`src/hdl/step_seq_pkg.sv`:
```
/*
  Shared constants for the step and direction microstep sequencer.
  Assumes a single 100 MHz core clock and a synchronous active high reset.
*/
package step_seq_pkg;
  // Clock and table geometry
  localparam int          CLK_MHZ          = 100;
  localparam int          TABLE_BITS       = 10;
  localparam int          TABLE_SIZE       = 1024;
  // Standstill timeouts in clock cycles
  localparam int          STANDSTILL_LOG   = 20;
  localparam int          FAST_STILL_LOG   = 18;
  localparam int          STANDSTILL_COUNT = 1 << STANDSTILL_LOG;
  localparam int          FAST_STILL_COUNT = 1 << FAST_STILL_LOG;
  // Resolution codes: 0 is 256 microsteps per full step, 8 is full step
  localparam int          RES_BITS         = 4;
  localparam logic [3:0]  RES_FULL         = 4'h8;
  localparam logic [3:0]  RES_RESET        = 4'h0;
  // Interpolation always runs at the finest table resolution
  localparam int          INTERP_PARTS     = 256;
  // Current setting width and reset values
  localparam int          CUR_BITS         = 5;
  localparam logic [4:0]  HOLD_RESET       = 5'h08;
  localparam logic [4:0]  RUN_RESET        = 5'h1F;
  // Register indices
  localparam logic [3:0]  ADDR_GLOBAL_CFG  = 4'h0;
  localparam logic [3:0]  ADDR_CHOP_CFG    = 4'h1;
  localparam logic [3:0]  ADDR_COIL_CUR    = 4'h2;
  localparam logic [3:0]  ADDR_STATUS      = 4'h3;
  // Field positions
  localparam int          GCFG_FAST_POS    = 0;
  localparam int          CHOP_RES_POS     = 0;
  localparam int          CHOP_INTPOL_POS  = 4;
  localparam int          CHOP_DEDGE_POS   = 5;
  localparam int          CUR_HOLD_POS     = 0;
  localparam int          CUR_RUN_POS      = 8;
  localparam int          STAT_CNT_POS     = 0;
  localparam int          STAT_STILL_POS   = 16;

  // Step width for a resolution code, clamped at full step
  function automatic logic [9:0] step_width(input logic [3:0] res);
    logic [3:0] r;
    r = (res > RES_FULL) ? RES_FULL : res;
    return 10'(10'h001 << r);
  endfunction

  // Nearest valid position: clear low bits, set half step offset
  function automatic logic [9:0] snap_pos(input logic [9:0] pos,
                                          input logic [3:0] res);
    logic [9:0] w;
    w = step_width(res);
    if (w == 10'h001)
      return pos;
    return (pos & ~(w - 10'h001)) | (w >> 1);
  endfunction
endpackage

```
`src/hdl/pin_sync.sv`:
```
/*
  Two flip-flop synchroniser for one asynchronous pin.
  Assumes nothing reads the first stage except the second.
*/
module pin_sync (
  input  wire logic core_clk,
  input  wire logic rst,
  input  wire logic pinIn,
  output logic      pinSync
);
  logic stage1;   // Metastable stage, read only by stage 2
  logic next_s1;
  logic next_s2;

  // Next values
  always_comb begin
    next_s1 = pinIn;
    next_s2 = stage1;
  end

  // Register both stages
  always_ff @(posedge core_clk) begin
    if (rst) begin
      stage1  <= 1'b0;
      pinSync <= 1'b0;
    end else begin
      stage1  <= next_s1;
      pinSync <= next_s2;
    end
  end
endmodule

```
`src/hdl/step_timer.sv`:
```
/*
  Step interval timer with standstill detection.
  Assumes stepEvent is a one-cycle pulse on core_clk.
*/
module step_timer
  import step_seq_pkg::*;
#(
  parameter int STILL_CYCLES = STANDSTILL_COUNT,
  parameter int FAST_CYCLES  = FAST_STILL_COUNT
) (
  input  wire logic        core_clk,
  input  wire logic        rst,
  input  wire logic        stepEvent,
  input  wire logic        fastStill,
  output logic [20:0]      interval,
  output logic             stillReached
);
  // Timeouts must fit the 21-bit timer, fast never above normal
  if (FAST_CYCLES < 2 || STILL_CYCLES < FAST_CYCLES ||
      STILL_CYCLES > (1 << 21) - 1) begin : g_badTimeout
    $error("step_timer: bad timeout parameters");
  end

  logic [20:0] count;        // Cycles since the last active step
  logic [20:0] next_count;
  logic [20:0] next_interval;
  logic [20:0] limit;

  // Timer restarts on each step, saturates at timeout
  always_comb begin
    limit         = fastStill ? 21'(FAST_CYCLES) : 21'(STILL_CYCLES);
    next_count    = count;
    next_interval = interval;
    if (stepEvent) begin
      next_count    = 21'h000000;
      next_interval = (count >= limit) ? limit : count + 21'h1;
    end else if (count < limit) begin
      next_count = count + 21'h000001;
    end
  end

  // Register timer state
  always_ff @(posedge core_clk) begin
    if (rst) begin
      count    <= 21'h000000;
      interval <= 21'h000000;
    end else begin
      count    <= next_count;
      interval <= next_interval;
    end
  end

  // Timeout reached; fast setting shortens it
  assign stillReached = (count >= limit);
endmodule

```
`src/hdl/step_dir_microstep_sequencer.sv`:
```
/*
  Step and direction front end with microstep counter, interpolator,
  standstill detection and hold/run current selection.
  Assumes asynchronous stepPin and dirPin from an external controller
  and a simple register port on core_clk.
*/
// The address map and the strobed register port were left to the implementer.
module step_dir_microstep_sequencer
  import step_seq_pkg::*;
#(
  parameter int STILL_CYCLES = STANDSTILL_COUNT,
  parameter int FAST_CYCLES  = FAST_STILL_COUNT
) (
  input  wire logic        core_clk,
  input  wire logic        rst,
  input  wire logic        stepPin,
  input  wire logic        dirPin,
  input  wire logic [3:0]  regAddr,
  input  wire logic [31:0] regWdata,
  input  wire logic        regWrite,
  input  wire logic        regRead,
  output logic      [31:0] regRdata,
  output logic      [9:0]  microCount,
  output logic             standstill,
  output logic      [4:0]  coilCurrent,
  output logic             microStepPulse
);
  // Pin levels after the two-stage synchronisers. The chain costs two
  // cycles of latency and the edge detect one more, so an active edge
  // acts three clocks after it reaches the pin. That latency is the
  // price of never letting a metastable level reach the counter.
  // Sync outputs
  logic        stepSync;
  logic        dirSync;
  logic        stepPrev;         // Previous synchronised step level
  logic        next_stepPrev;

  // Configuration registers
  logic        fastStill;        // Global config bit
  logic [3:0]  resolution;       // Chopper config resolution code
  logic        intpolEn;         // Chopper config interpolation enable
  logic        dedge;            // Chopper config double-edge enable
  logic [4:0]  holdCurrent;      // hold_current_setting
  logic [4:0]  runCurrent;       // run_current_setting
  logic        next_fastStill;
  logic [3:0]  next_resolution;
  logic        intpolNext;
  logic        dedgeNext;
  logic [4:0]  next_holdCurrent;
  logic [4:0]  next_runCurrent;
  logic [31:0] next_regRdata;

  // Sequencer state
  logic [9:0]  next_microCount;
  logic        next_standstill;
  logic [4:0]  next_coilCurrent;
  logic        next_microStepPulse;
  logic        stepEvent;        // Active edge this cycle
  logic [20:0] interval;         // Last measured step period
  logic        stillReached;

  // Interpolator state. A burst issues one microstep at once and the
  // rest spaced by the previous step interval divided by the width.
  // A new step at a code other than 0 aborts a running burst, so unissued microsteps
  // are lost; with a rising step rate the motor angle may jump a bit.
  // The division is a shift by the resolution code, which is exact
  // because every width is a power of two.
  typedef enum logic [1:0] {
    IP_IDLE = 2'b00,
    IP_RUN  = 2'b01
  } ip_state_t;
  ip_state_t   ipState;
  ip_state_t   next_ipState;
  logic [8:0]  ipLeft;           // Microsteps still to issue
  logic [8:0]  next_ipLeft;
  logic [20:0] ipTimer;          // Cycles to the next microstep
  logic [20:0] next_ipTimer;
  logic [20:0] ipPeriod;         // Cycles between microsteps
  logic [20:0] next_ipPeriod;
  logic        ipDir;            // Direction held for this burst
  logic        next_ipDir;
  logic [9:0]  width;            // Table positions per input step
  logic [9:0]  widthParts;       // Microsteps per interpolated step
  logic [3:0]  resClamp;         // Resolution code clamped at full step

  // Pin synchronisers, nothing reads the pins directly
  pin_sync u_stepSync (
    .core_clk (core_clk),
    .rst      (rst),
    .pinIn    (stepPin),
    .pinSync  (stepSync)
  );
  pin_sync u_dirSync (
    .core_clk (core_clk),
    .rst      (rst),
    .pinIn    (dirPin),
    .pinSync  (dirSync)
  );

  // Standstill and interval timer
  step_timer #(
    .STILL_CYCLES (STILL_CYCLES),
    .FAST_CYCLES  (FAST_CYCLES)
  ) u_timer (
    .core_clk     (core_clk),
    .rst          (rst),
    .stepEvent    (stepEvent),
    .fastStill    (fastStill),
    .interval     (interval),
    .stillReached (stillReached)
  );

  // Edge detect on the synchronised step level. stepPrev resets low to
  // match the idle pin level, so no false edge follows reset. Enabling
  // double-edge mode while the pin is high is harmless: stepPrev
  // already equals the level and only a real change counts.
  always_comb begin
    next_stepPrev = stepSync;
    if (dedge)
      stepEvent = stepSync ^ stepPrev;
    else
      stepEvent = stepSync & ~stepPrev;
  end

  // Register port: writes and one-cycle-late read data.
  // Software never waits: a write takes effect at the next edge and
  // read data stand for exactly one cycle, zero otherwise. Unmapped
  // indices are ignored on write and read back as zero.
  always_comb begin
    next_fastStill   = fastStill;
    next_resolution  = resolution;
    intpolNext       = intpolEn;
    dedgeNext        = dedge;
    next_holdCurrent = holdCurrent;
    next_runCurrent  = runCurrent;
    next_regRdata    = 32'h00000000;
    if (regWrite) begin
      case (regAddr)
        ADDR_GLOBAL_CFG: next_fastStill = regWdata[GCFG_FAST_POS];
        ADDR_CHOP_CFG: begin
          next_resolution = regWdata[CHOP_RES_POS +: RES_BITS];
          intpolNext      = regWdata[CHOP_INTPOL_POS];
          dedgeNext       = regWdata[CHOP_DEDGE_POS];
        end
        // Only the current settings stay in the motion register set
        ADDR_COIL_CUR: begin
          next_holdCurrent = regWdata[CUR_HOLD_POS +: CUR_BITS];
          next_runCurrent  = regWdata[CUR_RUN_POS +: CUR_BITS];
        end
        default: ;                                           // Ignored
      endcase
    end
    if (regRead) begin
      case (regAddr)
        ADDR_GLOBAL_CFG: next_regRdata[GCFG_FAST_POS] = fastStill;
        ADDR_CHOP_CFG: begin
          next_regRdata[CHOP_RES_POS +: RES_BITS] = resolution;
          next_regRdata[CHOP_INTPOL_POS]          = intpolEn;
          next_regRdata[CHOP_DEDGE_POS]           = dedge;
        end
        ADDR_COIL_CUR: begin
          next_regRdata[CUR_HOLD_POS +: CUR_BITS] = holdCurrent;
          next_regRdata[CUR_RUN_POS +: CUR_BITS]  = runCurrent;
        end
        ADDR_STATUS: begin
          next_regRdata[STAT_CNT_POS +: TABLE_BITS] = microCount;
          next_regRdata[STAT_STILL_POS]             = standstill;
        end
        default: next_regRdata = 32'h00000000;               // Unmapped
      endcase
    end
  end

  // Step width and microstep period from the last interval.
  // Codes above full step behave as full step in width, snap and
  // the interpolator's period shift, so a stray code cannot shrink
  // the microstep spacing far below the measured interval over the width.
  always_comb begin
    resClamp   = (resolution > RES_FULL) ? RES_FULL : resolution;
    width      = step_width(resolution);
    widthParts = width;
  end

  // Microstep counter, interpolator and standstill.
  // Priority: a coarsening resolution write first, then a step event,
  // then the running burst. A step landing in the same cycle as a
  // coarsening write is dropped; the snap matters more for symmetry
  // between the two directions than one lost microstep.
  // The standstill flag clears on any active step not dropped by a coarsening write, even one that
  // arrives exactly at the timeout, since the timer restarts then.
  always_comb begin
    next_microCount     = microCount;
    next_ipState        = ipState;
    next_ipLeft         = ipLeft;
    next_ipTimer        = ipTimer;
    next_ipPeriod       = ipPeriod;
    next_ipDir          = ipDir;
    next_microStepPulse = 1'b0;
    next_standstill     = standstill;
    // Snap to nearest valid position when resolution coarsens
    if (regWrite && regAddr == ADDR_CHOP_CFG &&
        regWdata[CHOP_RES_POS +: RES_BITS] > resolution) begin
      next_microCount = snap_pos(microCount,
                                 regWdata[CHOP_RES_POS +: RES_BITS]);
      next_ipState    = IP_IDLE;
    end else if (stepEvent) begin
      next_standstill = 1'b0;
      if (intpolEn && width != 10'h001) begin
        // Skip what the old burst left, start a new one
        next_ipState  = IP_RUN;
        next_ipLeft   = 9'(widthParts - 10'h001);
        next_ipDir    = dirSync;
        // Spread the previous period over width parts, at least 1
        next_ipPeriod = (interval >> resClamp) == 21'h0 ?
                        21'h000001 : (interval >> resClamp);
        next_ipTimer  = next_ipPeriod;
        next_microCount = dirSync ? microCount - 10'h001
                                  : microCount + 10'h001;
        next_microStepPulse = 1'b1;
      end else begin
        // Wraps modulo table size in either direction
        next_microCount = dirSync ? microCount - width
                                  : microCount + width;
        next_microStepPulse = 1'b1;
      end
    end else begin
      if (stillReached)
        next_standstill = 1'b1;
      case (ipState)
        IP_RUN: begin
          if (!intpolEn) begin
            next_ipState = IP_IDLE;
          end else if (ipTimer <= 21'h000001) begin
            next_microCount = ipDir ? microCount - 10'h001
                                    : microCount + 10'h001;
            next_microStepPulse = 1'b1;
            next_ipTimer = ipPeriod;
            next_ipLeft  = ipLeft - 9'h001;
            if (ipLeft == 9'h001)
              next_ipState = IP_IDLE;
          end else begin
            next_ipTimer = ipTimer - 21'h000001;
          end
        end
        IP_IDLE: next_ipState = IP_IDLE;
        default: next_ipState = IP_IDLE;
      endcase
    end
    // Hold current while standing still
    next_coilCurrent = next_standstill ? holdCurrent
                                       : runCurrent;
  end

  // Register all state. Every output of this module comes straight
  // from one of these flip-flops; the interpolator period resets to
  // one, and a burst that starts before any interval was measured
  // takes a period of one from the clamp rather than a zero count.
  always_ff @(posedge core_clk) begin
    if (rst) begin
      stepPrev       <= 1'b0;
      fastStill      <= 1'b0;
      resolution     <= RES_RESET;
      intpolEn       <= 1'b0;
      dedge          <= 1'b0;
      holdCurrent    <= HOLD_RESET;
      runCurrent     <= RUN_RESET;
      regRdata       <= 32'h00000000;
      microCount     <= 10'h000;
      standstill     <= 1'b0;
      coilCurrent    <= RUN_RESET;
      microStepPulse <= 1'b0;
      ipState        <= IP_IDLE;
      ipLeft         <= 9'h000;
      ipTimer        <= 21'h000000;
      ipPeriod       <= 21'h000001;
      ipDir          <= 1'b0;
    end else begin
      stepPrev       <= next_stepPrev;
      fastStill      <= next_fastStill;
      resolution     <= next_resolution;
      intpolEn       <= intpolNext;
      dedge          <= dedgeNext;
      holdCurrent    <= next_holdCurrent;
      runCurrent     <= next_runCurrent;
      regRdata       <= next_regRdata;
      microCount     <= next_microCount;
      standstill     <= next_standstill;
      coilCurrent    <= next_coilCurrent;
      microStepPulse <= next_microStepPulse;
      ipState        <= next_ipState;
      ipLeft         <= next_ipLeft;
      ipTimer        <= next_ipTimer;
      ipPeriod       <= next_ipPeriod;
      ipDir          <= next_ipDir;
    end
  end
endmodule

```
`config.mk`:
```
export PLATFORM = sky130hd
export DESIGN_NAME = step_dir_microstep_sequencer
export DESIGN_NICKNAME = d
export VERILOG_FILES = /design/src/hdl/step_seq_pkg.sv /design/src/hdl/pin_sync.sv /design/src/hdl/step_timer.sv /design/src/hdl/step_dir_microstep_sequencer.sv
export SDC_FILE = /design/constraint.sdc
export NUM_CORES = 1
export LEC_CHECK = 0
export BUFFER_PORTS_ARGS = -buffer_cell sky130_fd_sc_hd__buf_2
export CAP_MARGIN = 20
export CORE_ASPECT_RATIO = 0.9
export CORE_MARGIN = 3
export CORE_UTILIZATION = 35
export DETAILED_ROUTE_END_ITERATION = 8
export PLACE_DENSITY = 0.6
export SKIP_CTS_REPAIR_TIMING = 1
export SKIP_LAST_GASP = 1
export SLEW_MARGIN = 30
export SYNTH_ARGS = -nofsm -noshare
export SYNTH_HDL_FRONTEND = slang
export SYNTH_SLANG_ARGS = --single-unit
```
`constraint.sdc`:
```
create_clock -name core_clk -period 5.24 [get_ports core_clk]
set_input_delay 1.048 -clock core_clk [delete_from_list [all_inputs] [get_ports core_clk]]
set_output_delay 1.048 -clock core_clk [all_outputs]
set_load 0.005 [all_outputs]
```
**Word level (Yosys, flattened, before mapping)**

Cells that the tools add are included.

- Register bits after elaboration: 167
- Input port bits: 42

- Mux-type cells: 46
- Equality and inequality tests: 11
- Bitwise operators: 10
- Reductions and logical operators: 24
- Shift operators: 3
- $lt $le $gt $ge: 6
- Add/subtract/negate cells: 9

Operator list:

| kind | count |
|---|---|
| $mux 21 | 8 |
| $mux 10 | 10 |
| $mux 9 | 5 |
| $add 21x1->21 const B | 1 |
| $ge 21x21->1 | 1 |
| $le 21x1->1 const B | 1 |
| $logic_not 21->1 | 1 |
| $lt 21x21->1 | 1 |
| $shr 21x4->21 | 1 |
| $sub 21x1->21 const B | 1 |
| $shl 1x4->10 const A | 2 |
| $sub 10x1->10 const B | 2 |
| $sub 9x1->9 const B | 2 |
| $mux 2 | 6 |
| $pmux 4 s3 | 1 |
| $add 10x1->10 const B | 1 |
| $add 10x10->10 | 1 |
| $and 10x10->10 | 1 |
| $eq 10x1->1 const B | 1 |
| $mux 1 | 10 |
| $ne 10x1->1 const B | 1 |
| $not 10->10 | 1 |
| $or 10x9->10 | 1 |
| $sub 10x10->10 | 1 |
| other kinds (27) | 48 |

**Longest topological paths before layout**

- Depth in word-level cells: 9
- Depth in mapped cells: 19

**By module**

Synthesis repeated with hierarchy kept, for this count alone.

- Cells, all modules: 1209
- Area total of the unflattened synthesis: 9758.1 um^2

Modules (own cells, without submodules):

| module | instances | cells an instance | area an instance (um^2) | seq. area each (um^2) |
|---|---|---|---|---|
| step_dir_microstep_sequencer | 1 | 959 | 7488.4 | 2042.0 |
| step_timer | 1 | 242 | 2164.6 | 840.8 |
| pin_sync | 2 | 4 | 52.6 | 40.0 |

**Worst setup path after synthesis**

No wires, ideal clock.

- Kind: reg2reg
- From: reg resolution[3]
- To: reg microCount[9]
- Clock period less this slack: 3.682 ns
- Data required time: 5.166 ns
- Arrival time: 3.608 ns
- Stages on the path, launching flop included: 20
- Path slack: 1.558 ns
- Path buffers: 2
- Path through: dfxtp_1 -> clkbuf_1 -> nand2b_1 -> clkbuf_1 -> nand2_1 -> nor2_1 -> inv_1 -> ha_1 -> nor3_1 -> a21oi_1 -> o21ai_0 -> nor2_1 -> a41oi_1 -> ha_1 -> a21oi_1 -> a31oi_1 -> a31oi_1 -> xnor2_1 -> or4_1 -> a31oi_1

- Word-level cells in the longest chain between the ends: 8
- Elaborated cells between the ends (all ways): 18
- Classes of those cells: add/sub: 2; order compare: 2; eq/ne: 2; shift: 1; mux: 5; reduce/logical: 6

Ends and longest elaborated chain:

| what | line | text |
|---|---|---|
| from (decl) | step_dir_microstep_sequencer.sv:40 | `logic [3:0] resolution;` |
| from (signal assigned) | step_dir_microstep_sequencer.sv:280 | `resolution <= next_resolution;` |
| $gt 4x4->1 | step_seq_pkg.sv:43 | `r = (res > RES_FULL) ? RES_FULL : res;` |
| $mux 4 | step_seq_pkg.sv:43 |  |
| $shl 1x4->10 | step_seq_pkg.sv:44 | `return 10'(10'h001 << r);` |
| $add 10x10->10 (tied with other cells) | step_dir_microstep_sequencer.sv:223 | `: microCount + width;` |
| $mux 10 or $logic_and 1x1->1 (tied branches) | step_dir_microstep_sequencer.sv:222, step_dir_microstep_sequencer.sv:208 |  |
| $mux 10 | step_dir_microstep_sequencer.sv:208 | `if (intpolEn && width != 10'h001) begin` |
| $mux 10 | step_dir_microstep_sequencer.sv:206 | `end else if (stepEvent) begin` |
| $mux 10 | step_dir_microstep_sequencer.sv:201 | `if (regWrite && regAddr == ADDR_CHOP_CFG &&` |
| to (signal assigned) | step_dir_microstep_sequencer.sv:286 | `microCount <= next_microCount;` |
| to (decl) | step_dir_microstep_sequencer.sv:23 | `output logic [9:0] microCount,` |

Parallel ways exist; a longest one is shown, timed or not.
A chain may end at the register's enable or synchronous reset.

**Worst setup path in the final report**

Same ends and word-level chain as after synthesis.

==> impl_metrics.yaml <==
yosys:
  synth_top_family_by_area: "simple AND/OR/NAND/NOR gates"
  ys_top_cells_by_area: "dfxtp_1, nor2_1, nand2_1, a21oi_1, mux2i_1"
  synth-seq-cells: 148
  synth-edff-count: 0
  yosys.area.top_type: "dfxtp_1"
  synth-simple-area-share_pct: 23.9
  synthMuxAreaShare_pct: 7.11
  synth_xor_area_share_pct: 6.84
  synth_cells: 1233
  synth_ff_type: "dfxtp_1"
  ys_types: 82
  yosysWarnings: 0
  yosysSeqAreaShare_pct: 31.3
  async_reset_ff_share_pct: 0
  synth_top_area_share_pct: 31.3
  synth_fa_ha_area_share_pct: 3.91
  syn_area_per_cell_um2: 7.68
  synth_commonest_cells: "dfxtp_1, nor2_1, nand2_1"
  synth_area_mm2: 0.00947
  synth_compound_gate_area_share_pct: 20.4
  yosys.cell_count.top_type: "dfxtp_1"
power_and_ir_drop:
  p_per_area_mw_per_mm2: 261
  irDropWorstVdd_mv: 0.188
  power.leakage_nw: 4.01
min_path:
  min_to: "ipPeriod[14]"
  hp-start: "ipPeriod[14]"
  hold_depth: 2
  hold_path_class: "reg -> reg"
sta:
  min_period_over_period_pct: 80.9
  setup_viol: 0
  fin_tns_setup_ns: 0
  finalMaxSlewViolations: 0
  worst_clock_skew_ns: 0.00816
  relSlewSlack_pct: 40.2
  fmax_mhz: 236
  rsz0062_at_grt: "false"
  whs_ns: 0.456
  worst_slew_pin_slew_ns: 0.895
  min_period_ns: 4.24
  hold_violations: 0
setup_path:
  path_max_fanout: 17
  r2r-start: "resolution[3]"
  crit_arrival_ns: 4.60
  cp-start-kind: "flip-flop"
  rrSetupSlack_ns: 1.0
  path_cells: "nand2b_1 > nand2_1 > nor2_1 > inv_1 > ha_1 > nor3_1 > a21oi_1 > o21ai_0 > nor2_1 > a41oi_1 > ha_1 > nor3_1 > a31oi_1 > a31oi_1 > xnor2_1 > or4_1 > a31oi_1"
  slowest_stage: "dfxtp_1"
  crit_top_cell: "a31oi_1"
  reg2reg_to: "microCount[9]"
  worstPathRequired_ns: 5.60
  crit_type: "reg -> reg"
  max_stage_delay_ns: 0.75
  reg2reg_depth: 17
  end_kind: "flip-flop"
global_routing:
  overflow: 0
  grt_pass1_vias: 8102
  grt_max_degree: 50
  antenna_found_initial: 0
  grt_use_total_pct: 19.1
  grt_pass1_wl_um: 44700
cells_and_area:
  nFillCells: 2777
  n_antenna_cell: 0
  seqCellArea_mm2: 0.00296
  instances_no_fill: 1592
  final_nets: 1302
  area_growth_syn_to_layout_pct: 11.3
  multi_input_area_mm2: 0.00599
  drive_gt1_share_pct: 11.5
clock_tree:
  clockBufferDepth: 2
  clock_latency_ns: 0.44
  htreeDepth: 4
  clk_pin_slew_ns: 0.07
  clockRootBuffer: "clkbuf_16"
  cts_tree: "done"
  cts_buffers: 17
  clock-sinks: 148
route:
  postRouteAntennaNets: 0
  drtIter0Drc: 794
  routed-via-count: 8841
  route.detailed.wl_per_inst_um: 17.1
  wirelength_um: 27300
  firstDrtPassIters: 5
  via_per_inst: 5.55
  post-route-drc-count: 0
flow_run:
  drv_cap: 0
floorplan:
  die_area_mm2: 0.0291
  die_width_um: 179
  design.core.area_mm2: 0.0263
  ioPinCount: 91
  rows: 56
  dieHeight_um: 162
  start_util_pct: 35.9
place:
  dp_hpwl_um: 19000
  dp_cells: 1559
  portBuffers: 51
  gp_congestion: 0.933
status:
  status: "completed"
## kinds of logic (layout without fill, tap and decap cells)
logic type | count (synthesis) | after routing
simple gates | 475 | 475
flops | 148 | 148
buf+inv | 143 | 137
other cells | 1 | 18
mux | 60 | 60
compound gates | 303 | 303
xor+xnor | 74 | 74
fa+ha+maj | 29 | 29
## state kept, by name, summed over array words and instances (netlist names), 4 cells and up
register,flops
ipTimer,21
ipLeft,9
ipPeriod,21
microCount,10
u_timer.count,21
regRdata,14
u_timer.interval,21
coilCurrent,5
holdCurrent,5
resolution,4
runCurrent,5
## worst max-delay path: cells and delay by family (launching register included)
family	cells	cell delay [ns]
simple gates	7	1.54
xor+xnor	1	0.15
compound gates	6	1.17
fa+ha+maj	2	0.50
buf+inv	1	0.06
flops	1	0.75
## layer usage
metal / part of all wire [%] / vias to the layer above / track usage [%]
met2: 43 / 279 / 27.6
met4: 1.8 / 0 / 6.04
met1: 49 / 4166 / 28.1
li1: - / 4361 / -
met5: 0 / - / 0
met3: 6.5 / 35 / 4.09
## where the power goes
part	leakage [nW]	internal (W)	total, W	switching (W)
clock network	0.301	0.000767	0.00130	0.000530
registers	1.20	0.00114	0.00117	0.0000241
logic	2.51	0.000107	0.000287	0.000181
## placed cells by master, fill, tap and decap left out, types with 12 or more instances in the layout
master	synthesis	final
nor2_1	146	144
inv_1	30	30
and3_1	16	16
nand3_1	31	31
mux2i_1	47	47
ha_1	28	28
a211oi_1	24	22
nor2b_1	13	13
conb_1	1	18
xor2_1	27	27
buf_2	6	51
nor4_1	17	17
a21oi_1	103	101
nor3_1	38	38
nand4_1	12	12
o211ai_1	15	15
nand2_1	139	139
o22ai_1	13	13
dfxtp_1	148	148
o21ai_0	59	59
xnor2_1	47	47
buf_4	18	19
clkbuf_16	0	17
## area by class of cell
type / instances / share of cell area (%)
clock buffer: 18 / 4.17
clock inverter: 14 / 1.65
inverter: 34 / 1.21
multi-input combinational: 959 / 56.8
sequential: 148 / 28.1
tap: 348 / 4.13
timing repair buffer: 71 / 3.88
## worst max-delay path by stage
stage                        startpoint       endpoint  slack (ns)  depth (start not counted)
final                     resolution[3]  microCount[9]         1.0                         17
after global routing      resolution[3]  microCount[9]        0.61                         17
after CTS                 resolution[3]  microCount[6]        1.08                         14
after detailed placement  resolution[3]  microCount[6]        1.09                         14
after global placement    resolution[3]  microCount[9]        1.17                         17
after floorplan           resolution[3]  microCount[9]        1.56                         19
## stage by stage
stage	instance area [µm²]	total power, W	utilization (%)	setup WS [ns]
2_1_floorplan	9530	0.00140	-	1.56
3_3_place_gp	9900	0.00147	37.6	1.17
3_5_place_dp	9920	0.00147	37.6	1.09
4_1_cts	10500	0.00277	40.0	1.08
5_1_grt	10500	0.00286	40.0	0.614
6_report	10500	0.00275	40.0	1.00
(Power assumes the default switching activity.)
